`config.mk`:
```
export PLATFORM = sky130hd
export DESIGN_NAME = sgs_selector
export DESIGN_NICKNAME = d
export VERILOG_FILES = /design/src/logic/sgs_pkg.sv /design/src/logic/sgs_req_sampler.sv /design/src/logic/sgs_selector.sv
export VERILOG_INCLUDE_DIRS = /design/src /design/src/logic
export SDC_FILE = /design/constraint.sdc
export NUM_CORES = 1
export LEC_CHECK = 0
export ABC_AREA = 1
export BUFFER_PORTS_ARGS = -buffer_cell sky130_fd_sc_hd__buf_2
export CAP_MARGIN = 20
export CORE_MARGIN = 3
export CORE_UTILIZATION = 40
export DETAILED_ROUTE_END_ITERATION = 6
export PLACE_DENSITY = 0.61
export SYNTH_ARGS = -nofsm -noshare
export SYNTH_HDL_FRONTEND = slang
export SYNTH_SLANG_ARGS = --single-unit
export TNS_END_PERCENT = 100
```
`constraint.sdc`:
```
create_clock -name clk_i -period 2.5 [get_ports clk_i]
set_input_delay 0.5 -clock clk_i [delete_from_list [all_inputs] [get_ports clk_i]]
set_output_delay 0.5 -clock clk_i [all_outputs]
set_load 0.005 [all_outputs]
```
`src/logic/sgs_params.svh`:
```
`ifndef SGS_PARAMS_SVH
`define SGS_PARAMS_SVH

// ================================================================
// Register port
`define SGS_ADDR_W          4
`define SGS_DATA_W          32
`define SGS_REG_CTRL        4'h0
`define SGS_REG_USED        4'h1
`define SGS_REG_FORCE       4'h2
`define SGS_REG_REMOTE      4'h3
`define SGS_REG_STATUS      4'h4

// ================================================================
// Field positions and reset values
`define SGS_CTRL_OVR_BIT    0
`define SGS_USED_MSB        2
`define SGS_USED_MAX        3'h6
`define SGS_USED_RST        3'h0
`define SGS_SEL_MSB         3
`define SGS_SEL_NONE        4'h0
`define SGS_ST_GRP_MSB      3
`define SGS_ST_REM_FAIL     4
`define SGS_ST_FRC_FAIL     5
`define SGS_ST_CFG_FAIL     6
`define SGS_ST_OVR          7
`define SGS_GRP_RST         3'h0

// ================================================================
// Processing cycle timing
`define SGS_CLK_PERIOD_NS   5
`define SGS_PROC_PERIOD_NS  1000

`endif

```
`src/logic/sgs_pkg.sv`:
```
package sgs_pkg;

    // ================================================================
    // Sampled request inputs, one bit per group.
    typedef struct packed {
        logic [7:0] level;
        logic [7:0] rise;
    } sgs_req_t;

    // ================================================================
    // Selector modes.
    typedef enum logic [2:0] {
        SGS_ST_IDLE  = 3'b001,
        SGS_ST_AUTO  = 3'b010,
        SGS_ST_FORCE = 3'b100
    } sgs_state_t;

endpackage

```
`src/logic/sgs_req_sampler.sv`:
```
module sgs_req_sampler
    import sgs_pkg::*;
#(
    parameter int N = 8
) (
    input  wire logic          clk_i,
    input  wire logic          sys_rst_i,
    input  wire logic          tick_i,
    input  wire logic [N-1:0]  req_pin_i,
    output sgs_req_t           req_o
);

    logic [N-1:0] meta_ff;
    logic [N-1:0] sync_ff;
    logic [N-1:0] level_ff;
    logic [N-1:0] rise_ff;

    // ================================================================
    // Pin synchroniser and per-cycle sampling.
    // The edge is judged against the previous processing-cycle sample,
    // so a pulse shorter than one processing cycle can be missed.
    genvar g;
    generate
        for (g = 0; g < N; g++) begin : g_bit
            always_ff @(posedge clk_i) begin
                if (sys_rst_i) begin
                    meta_ff[g]  <= 1'b0;
                    sync_ff[g]  <= 1'b0;
                    level_ff[g] <= 1'b0;
                    rise_ff[g]  <= 1'b0;
                end else begin
                    meta_ff[g] <= req_pin_i[g];
                    sync_ff[g] <= meta_ff[g];
                    if (tick_i) begin
                        level_ff[g] <= sync_ff[g];
                        rise_ff[g]  <= sync_ff[g] & ~level_ff[g];
                    end
                end
            end
        end
    endgenerate

    assign req_o.level = level_ff;
    assign req_o.rise  = rise_ff;

endmodule

```
`src/logic/sgs_selector.sv`:
```
// Our own choices: strobed register access and the register offsets.
`include "sgs_params.svh"

module sgs_selector
    import sgs_pkg::*;
#(
    parameter int N        = 8,
    parameter int PROC_CYC = `SGS_PROC_PERIOD_NS / `SGS_CLK_PERIOD_NS
) (
    input  wire logic                   clk_i,
    input  wire logic                   sys_rst_i,
    input  wire logic [N-1:0]           group_request_i,
    input  wire logic [`SGS_ADDR_W-1:0] addr_i,
    input  wire logic [`SGS_DATA_W-1:0] wdata_i,
    input  wire logic                   wr_i,
    input  wire logic                   rd_i,
    output logic [`SGS_DATA_W-1:0]      rdata_o,
    output logic [3:0]                  active_group_o,
    output logic [N-1:0]                active_onehot_o,
    output logic                        override_enable_o
);

    localparam int IW = $clog2(N);
    localparam int CW = $clog2(PROC_CYC + 1);

    // ================================================================
    // Shared decoders

    // Lowest index set wins, which is the highest priority group.
    function automatic logic [IW:0] first_set(input logic [N-1:0] v);
        logic [IW:0] res;
        res = '0;
        for (int i = N - 1; i >= 0; i--) begin
            if (v[i]) begin
                res = {1'b1, IW'(i)};
            end
        end
        return res;
    endfunction

    // Groups from one down to the given index, inclusive.
    function automatic logic [N-1:0] upto(input logic [IW-1:0] idx);
        logic [N-1:0] m;
        m = '0;
        for (int i = 0; i < N; i++) begin
            m[i] = (IW'(i) <= idx);
        end
        return m;
    endfunction

    // Selection code: zero is none, one to N name a group.
    function automatic logic [N-1:0] dec_sel(input logic [`SGS_SEL_MSB:0] sel);
        logic [N-1:0] m;
        m = '0;
        for (int i = 0; i < N; i++) begin
            m[i] = (sel == 4'(i + 1));
        end
        return m;
    endfunction

    // ================================================================
    // Processing cycle divider

    logic [CW-1:0] div_ff;
    logic          tick_ff;
    logic          eval_ff;

    always_ff @(posedge clk_i) begin
        if (sys_rst_i) begin
            div_ff  <= '0;
            tick_ff <= 1'b0;
        end else if (div_ff == CW'(PROC_CYC - 1)) begin
            div_ff  <= '0;
            tick_ff <= 1'b1;
        end else begin
            div_ff  <= div_ff + CW'(1);
            tick_ff <= 1'b0;
        end
    end

    // Evaluation runs one cycle after sampling so it sees fresh samples.
    always_ff @(posedge clk_i) begin
        if (sys_rst_i) begin
            eval_ff <= 1'b0;
        end else begin
            eval_ff <= tick_ff;
        end
    end

    // ================================================================
    // Request inputs

    sgs_req_t req;

    sgs_req_sampler #(
        .N         (N)
    ) u_sampler (
        .clk_i     (clk_i),
        .sys_rst_i (sys_rst_i),
        .tick_i    (tick_ff),
        .req_pin_i (group_request_i),
        .req_o     (req)
    );

    // ================================================================
    // Settings

    logic                 ovr_ff;
    logic [`SGS_USED_MSB:0] used_ff;
    logic [`SGS_SEL_MSB:0]  frc_sel_ff;
    logic                 frc_pend_ff;
    logic [`SGS_SEL_MSB:0]  rem_sel_ff;
    logic                 rem_pend_ff;
    logic                 rem_fail_ff;
    logic                 frc_fail_ff;
    logic                 cfg_fail_ff;

    logic wr_ctrl;
    logic wr_used;
    logic wr_frc;
    logic wr_rem;
    logic wr_stat;

    assign wr_ctrl = wr_i && (addr_i == `SGS_REG_CTRL);
    assign wr_used = wr_i && (addr_i == `SGS_REG_USED);
    assign wr_frc  = wr_i && (addr_i == `SGS_REG_FORCE);
    assign wr_rem  = wr_i && (addr_i == `SGS_REG_REMOTE);
    assign wr_stat = wr_i && (addr_i == `SGS_REG_STATUS);

    always_ff @(posedge clk_i) begin
        if (sys_rst_i) begin
            ovr_ff <= 1'b0;
        end else if (wr_ctrl) begin
            ovr_ff <= wdata_i[`SGS_CTRL_OVR_BIT];
        end
    end

    // Larger codes saturate so the setting never names a missing choice.
    // Newly enabled groups carry no state here, so they start clean.
    always_ff @(posedge clk_i) begin
        if (sys_rst_i) begin
            used_ff <= `SGS_USED_RST;
        end else if (wr_used) begin
            if (wdata_i[`SGS_USED_MSB:0] > `SGS_USED_MAX) begin
                used_ff <= `SGS_USED_MAX;
            end else begin
                used_ff <= wdata_i[`SGS_USED_MSB:0];
            end
        end
    end

    // A forced selection is only a one-shot request; a write with the
    // override off is dropped and flagged.
    always_ff @(posedge clk_i) begin
        if (sys_rst_i) begin
            frc_sel_ff  <= `SGS_SEL_NONE;
            frc_pend_ff <= 1'b0;
        end else if (wr_frc) begin
            frc_sel_ff  <= wdata_i[`SGS_SEL_MSB:0];
            frc_pend_ff <= ovr_ff && (wdata_i[`SGS_SEL_MSB:0] != `SGS_SEL_NONE);
        end else if (eval_ff) begin
            frc_pend_ff <= 1'b0;
        end
    end

    always_ff @(posedge clk_i) begin
        if (sys_rst_i) begin
            rem_sel_ff  <= `SGS_SEL_NONE;
            rem_pend_ff <= 1'b0;
        end else if (wr_rem) begin
            rem_sel_ff  <= wdata_i[`SGS_SEL_MSB:0];
            rem_pend_ff <= (wdata_i[`SGS_SEL_MSB:0] != `SGS_SEL_NONE);
        end else if (eval_ff) begin
            rem_sel_ff  <= `SGS_SEL_NONE;
            rem_pend_ff <= 1'b0;
        end
    end

    // ================================================================
    // Arbitration

    sgs_state_t     state_ff;
    sgs_state_t     nxt_state;
    logic [IW-1:0]  active_ff;
    logic [IW-1:0]  nxt_active;
    logic           rem_refuse;
    logic           cfg_refuse;
    logic           frc_refuse;

    logic [N-1:0]   en;
    logic [N-1:0]   lvl;
    logic [IW:0]    h_res;
    logic           have_h;
    logic [IW-1:0]  h;
    logic [N-1:0]   allow;
    logic [N-1:0]   rem_vec;
    logic [N-1:0]   frc_vec;
    logic [N-1:0]   auto_vec;
    logic [IW:0]    c_res;
    logic [IW:0]    f_res;

    assign frc_refuse = wr_frc && !ovr_ff
                        && (wdata_i[`SGS_SEL_MSB:0] != `SGS_SEL_NONE);

    always_comb begin
        en       = upto(IW'(used_ff));
        lvl      = req.level & en;
        h_res    = first_set(lvl);
        have_h   = h_res[IW];
        h        = h_res[IW-1:0];
        // The highest held level masks everything below it; group seven
        // is the lowest that can be enabled, so its mask covers all enabled groups.
        allow    = have_h ? upto(h) : '1;
        rem_vec  = rem_pend_ff ? dec_sel(rem_sel_ff) : '0;
        frc_vec  = frc_pend_ff ? dec_sel(frc_sel_ff) : '0;
        auto_vec = (req.rise | rem_vec) & en & allow;
        c_res    = first_set(auto_vec);
        f_res    = first_set(frc_vec & en);

        nxt_state  = state_ff;
        nxt_active = active_ff;
        rem_refuse = 1'b0;
        cfg_refuse = 1'b0;

        if (eval_ff) begin
            case (state_ff)
                SGS_ST_IDLE: begin
                    nxt_active = `SGS_GRP_RST;
                    cfg_refuse = |((req.rise | rem_vec) & ~en);
                    if (ovr_ff) begin
                        nxt_state = SGS_ST_FORCE;
                    end else if (used_ff != `SGS_USED_RST) begin
                        nxt_state = SGS_ST_AUTO;
                    end
                end
                SGS_ST_AUTO: begin
                    cfg_refuse = |((req.rise | rem_vec) & ~en);
                    rem_refuse = |(rem_vec & en & ~allow);
                    if (ovr_ff) begin
                        nxt_state = SGS_ST_FORCE;
                    end else if (used_ff == `SGS_USED_RST) begin
                        nxt_state  = SGS_ST_IDLE;
                        nxt_active = `SGS_GRP_RST;
                    end else if (c_res[IW]) begin
                        nxt_active = c_res[IW-1:0];
                    end else if (have_h && (h < active_ff)) begin
                        nxt_active = h;
                    end else if (!en[active_ff]) begin
                        nxt_active = `SGS_GRP_RST;
                    end
                end
                SGS_ST_FORCE: begin
                    // Automatic requests are ignored; remote ones are refused.
                    rem_refuse = |rem_vec;
                    cfg_refuse = |(frc_vec & ~en);
                    if (f_res[IW]) begin
                        nxt_active = f_res[IW-1:0];
                    end
                    if (!ovr_ff) begin
                        if (have_h) begin
                            nxt_active = h;
                        end
                        // Without a held level the forced group stays on the way back to AUTO.
                        if (used_ff == `SGS_USED_RST) begin
                            nxt_state  = SGS_ST_IDLE;
                            nxt_active = `SGS_GRP_RST;
                        end else begin
                            nxt_state = SGS_ST_AUTO;
                        end
                    end
                end
                default: begin
                    nxt_state  = SGS_ST_IDLE;
                    nxt_active = `SGS_GRP_RST;
                end
            endcase
        end
    end

    // This state belongs to the selector alone and is shared with no
    // other group selection logic.
    always_ff @(posedge clk_i) begin
        if (sys_rst_i) begin
            state_ff  <= SGS_ST_IDLE;
            active_ff <= `SGS_GRP_RST;
        end else begin
            state_ff  <= nxt_state;
            active_ff <= nxt_active;
        end
    end

    // ================================================================
    // Sticky refusal flags; a new refusal beats a clear in the same cycle.

    always_ff @(posedge clk_i) begin
        if (sys_rst_i) begin
            rem_fail_ff <= 1'b0;
            frc_fail_ff <= 1'b0;
            cfg_fail_ff <= 1'b0;
        end else begin
            rem_fail_ff <= rem_refuse
                           | (rem_fail_ff & ~(wr_stat & wdata_i[`SGS_ST_REM_FAIL]));
            frc_fail_ff <= frc_refuse
                           | (frc_fail_ff & ~(wr_stat & wdata_i[`SGS_ST_FRC_FAIL]));
            cfg_fail_ff <= cfg_refuse
                           | (cfg_fail_ff & ~(wr_stat & wdata_i[`SGS_ST_CFG_FAIL]));
        end
    end

    // ================================================================
    // Read port and outputs

    logic [`SGS_DATA_W-1:0] rdata_ff;
    logic [`SGS_DATA_W-1:0] nxt_rdata;
    logic [3:0]             grp_ff;
    logic [N-1:0]           oh_ff;
    logic                   ovr_out_ff;

    always_comb begin
        nxt_rdata = '0;
        if (rd_i) begin
            case (addr_i)
                `SGS_REG_CTRL: begin
                    nxt_rdata[`SGS_CTRL_OVR_BIT] = ovr_ff;
                end
                `SGS_REG_USED: begin
                    nxt_rdata[`SGS_USED_MSB:0] = used_ff;
                end
                `SGS_REG_FORCE: begin
                    nxt_rdata[`SGS_SEL_MSB:0] = frc_sel_ff;
                end
                `SGS_REG_REMOTE: begin
                    nxt_rdata[`SGS_SEL_MSB:0] = rem_sel_ff;
                end
                `SGS_REG_STATUS: begin
                    nxt_rdata[`SGS_ST_GRP_MSB:0] = 4'(active_ff) + 4'h1;
                    nxt_rdata[`SGS_ST_REM_FAIL]  = rem_fail_ff;
                    nxt_rdata[`SGS_ST_FRC_FAIL]  = frc_fail_ff;
                    nxt_rdata[`SGS_ST_CFG_FAIL]  = cfg_fail_ff;
                    nxt_rdata[`SGS_ST_OVR]       = ovr_ff;
                end
                default: begin
                    nxt_rdata = '0;
                end
            endcase
        end
    end

    always_ff @(posedge clk_i) begin
        if (sys_rst_i) begin
            rdata_ff <= '0;
        end else begin
            rdata_ff <= nxt_rdata;
        end
    end

    // Outputs trail the active group by one cycle so they stay registered.
    always_ff @(posedge clk_i) begin
        if (sys_rst_i) begin
            grp_ff     <= 4'h1;
            oh_ff      <= N'(1);
            ovr_out_ff <= 1'b0;
        end else begin
            grp_ff     <= 4'(active_ff) + 4'h1;
            oh_ff      <= N'(1) << active_ff;
            ovr_out_ff <= ovr_ff;
        end
    end

    assign rdata_o           = rdata_ff;
    assign active_group_o    = grp_ff;
    assign active_onehot_o   = oh_ff;
    assign override_enable_o = ovr_out_ff;

endmodule

```
==> key figures <==
Timing
  • Worst-margin pin slew: 550 ps
  • # setup viols final: 0
  • Final period util: 0.938
  • Final Critical Period: 2350 ps
  • Skew final: 9.84 ps
  • Final setup TNS: 0 ps
  • Fmax: 0.426 GHz
  • RSZ-0062 raised after global routing: false
  • Slew HR: 0.633
  • Fin. Hold Viols: 0
  • Max Slew Vio Count: 0

Global routing
  • First-pass GRT wire length: 17800 um
  • Pin count of the biggest net entering global routing: 43
  • GRT overflow: 0
  • GRT Util Overall: 0.177
  • Antenna violations before repair: 0
  • Vias in the first global route: 3698

Yosys
  • Synth Area in Compound Gates: 0.132
  • Post-Synth XOR/XNOR Area: 0.00786
  • Mux share of post-synthesis cell area: 0
  • Dominant combinational cell family by area after synthesis: simple AND/OR/NAND/NOR gates
  • Post-synthesis async set-or-reset flop share: 0
  • Synth Flop Type: dfxtp_1
  • Synth top area share: 0.386
  • Post-synth EDFFs: 0
  • Number of synthesized register bits: 86
  • Post-synthesis sequential area ratio: 0.386
  • Area contributors post-synth: dfxtp_1 39%, nand2_1 9.3%, nor2_1 7.6%
  • Simple-gate share of the synthesized area: 0.317
  • Post-synth top area cell: dfxtp_1
  • Post-Syn Instances: 625
  • Synth Area in Adders: 0.0196
  • Synth cell types: 52
  • Yosys warnings: 0
  • Mapped Avg Cell Area: 7.13 um^2
  • Area of the mapped netlist: 4460 um^2

Placed design
  • Final GP Congestion: 0.963
  • Dpl hpwl: 8250 um
  • PortBufs: 43

Routing
  • Length of the first detailed-routing pass in iterations: 5
  • Post-DRT Antenna Nets: 0
  • Routed wire per std cell: 12.7 um
  • Routed wire length: 10500 um
  • Vias per cell: 4.88
  • Via count: 4043
  • DRC: 0
  • Drt first-iter violations: 221

Finish
  • Area added between synthesis and finish: 13.9%
  • Share of cells above drive strength 1: 0.188
  • Antenna diode count: 0
  • Nets: 743

Worst setup path
  • Critical path origin: used_ff[0]
  • CP peak stage delay: 350 ps
  • Critical path type: reg -> reg
  • Buffers & Inverters on Critical Path: 3
  • Worst EP required: 2770 ps
  • WP data arrival: 2620 ps
  • Crit-path cells: inv_1 -> nand2_4 -> nand2_4 -> nand2_4 -> inv_4 -> nand2_8 -> nor2_2 -> ha_1 -> a211oi_2 -> nand2_2 -> nand4_2 -> nand2_2 -> inv_2 -> nand3_1 -> and2_1
  • RR Startpoint: used_ff[0]
  • Worst setup EP type: register
  • Most used cell, CP: nand2_4
  • Crit-path leading delay family: simple AND/OR/NAND/NOR gates
  • CP Max Fanout: 5
  • Startpoint types: register
  • Slowest cell on crit path: dfxtp_1

Clock network
  • CTS max path bufs: 2
  • Max H-tree Level: 3
  • Cts bufs inserted: 9
  • CTS Sinks: 86
  • CTS tree: done
  • Clock-pin slew on the worst setup and hold paths: 80 ps
  • Hold buffer count at CTS: 0
  • Root buffer cell: clkbuf_8
  • Clk Latency, worst-skew pair: 380 ps

Pwr
  • Peak VDD IR: 0.336 mV
  • Seq pwr share: 0.544
  • Total internal power: 1970 uW
  • Overall Power: 2580 uW
  • Power Dens Cells: 508 nW/um^2
  • Sw Share: 0.234
  • Leakage power: 0.00230 uW
  • Switching pwr: 603 uW
  • Combinational share of power: 0.047
  • Clock power share: 0.409

Floorplanning
  • Die Y-Extent: 112 um
  • Core ar.: 10600 um^2
  • Initial Util: 0.421
  • DIE WIDTH: 112 um
  • Boundary Pins: 93
  • Die area: 12400 um^2
  • Cell Rows: 37

Flow run
  • Maxcap violations: 0

Worst hold path
  • HP Start: group_request_i[1]
  • Hold crit path type: in -> reg

Status
  • Status: finished, final reports clean
stage by stage:
step	std cells	setup slack, ps	hold slack (ps)	util	cell area (um^2)
final	829	154	315	0.479	5080
after CTS	829	85.2	289	0.479	5070
after global placement	813	146	392	0.458	4850
after floorplan	648	262	388	-	4540
after global routing	829	14.0	307	0.479	5080
after detailed placement	813	117	396	0.458	4850
worst paths after layout:
check / end / cells past startpoint / slack, ps
worst max-delay path: active_ff[1] / 15 / 150
worst min-delay path: u_sampler.meta_ff[1] / 3 / 320
worst max register to register: active_ff[1] / 15 / 150
worst min register to register: u_sampler.sync_ff[4] / 2 / 410
what timing repair did:
item                       4_1_cts  5_1_grt
buffers inserted                 0        0
gates resized for setup          0        2
setup endpoints to repair        0        3
layer usage:
layer / vias to the layer above / part of all wire / global-route usage / wire length, um
met5: - / 0 / 0 / 0
met4: 0 / 0.026 / 0.0819 / 275
met3: 20 / 0.067 / 0.0424 / 702
met2: 118 / 0.44 / 0.270 / 4660
met1: 1820 / 0.46 / 0.238 / 4900
li1: 2085 / - / - / -
synthesized netlist by cell type, types with 2 or more instances:
master,instances
a211oi_1,2
a21oi_1,44
a2bb2oi_1,6
a31oi_1,2
buf_1,2
buf_4,25
clkbuf_1,7
dfxtp_1,86
ha_1,7
inv_1,88
inv_2,3
inv_4,3
nand2_1,111
nand2_2,14
nand2_4,9
nand3_1,33
nand3_2,3
nand4_1,8
nor2_1,90
nor2_4,5
nor3_1,17
o211ai_1,2
o21ai_0,17
o21ai_1,4
o221ai_1,3
o22ai_1,2
o31ai_1,2
o41ai_1,2
or2_2,3
xor2_1,3
worst min-delay path, delay by kind of cell:
family	cells	cell delay (ps)
AND/OR/NAND/NOR	1	60
buffers and inverters	2	100
power by group through the flow:
stage / Combinational (uW) / Sequential [uW] / Clock, uW
floorplan: 100 / 1430 / 0
CTS: 120 / 1400 / 1090
detailed placement: 120 / 1430 / 0
finish: 121 / 1400 / 1050
global placement: 118 / 1430 / 0
global route: 140 / 1400 / 1150
cells by family after synthesis:
group | count (synthesis)
compound gates | 96
xor+xnor | 4
fa+ha+maj | 7
buf+inv | 131
flops | 86
other cells | 1
simple gates | 300
final cells by class:
cell class | count | area, um^2
Fill cell | 1115 | 5530
Multi-Input combinational cell | 431 | 2220
Sequential cell | 86 | 1720
Timing Repair Buffer | 64 | 373
Inverter | 96 | 373
Tap cell | 136 | 170
Clock buffer | 12 | 165
Clock inverter | 4 | 53.8
flip-flops by register name (all words and copies together) (netlist names):
register and flops:
u_sampler.req_o 16, active_onehot_o 8, div_ff 8, rdata_o 8, u_sampler.meta_ff 8, u_sampler.sync_ff 8, active_group_o 4, frc_sel_ff 4
rem_sel_ff 4, active_ff 3, state_ff 3, used_ff 3, cfg_fail_ff 1, eval_ff 1, frc_fail_ff 1, frc_pend_ff 1
override_enable_o 1, ovr_ff 1, rem_fail_ff 1, rem_pend_ff 1, tick_ff 1
cell usage in the layout, fill, tap and decap left out, types with 4 or more instances in the layout:
cell type / instances
a21oi_1: 44
a2bb2oi_1: 6
buf_2: 43
buf_4: 21
clkbuf_8: 12
conb_1: 24
dfxtp_1: 84
ha_1: 7
inv_1: 88
nand2_1: 111
nand2_2: 14
nand2_4: 9
nand3_1: 33
nand4_1: 8
nor2_1: 90
nor2_4: 5
nor3_1: 17
o21ai_0: 17
o21ai_1: 4
No activity file was read; power rests on OpenSTA's default activity.
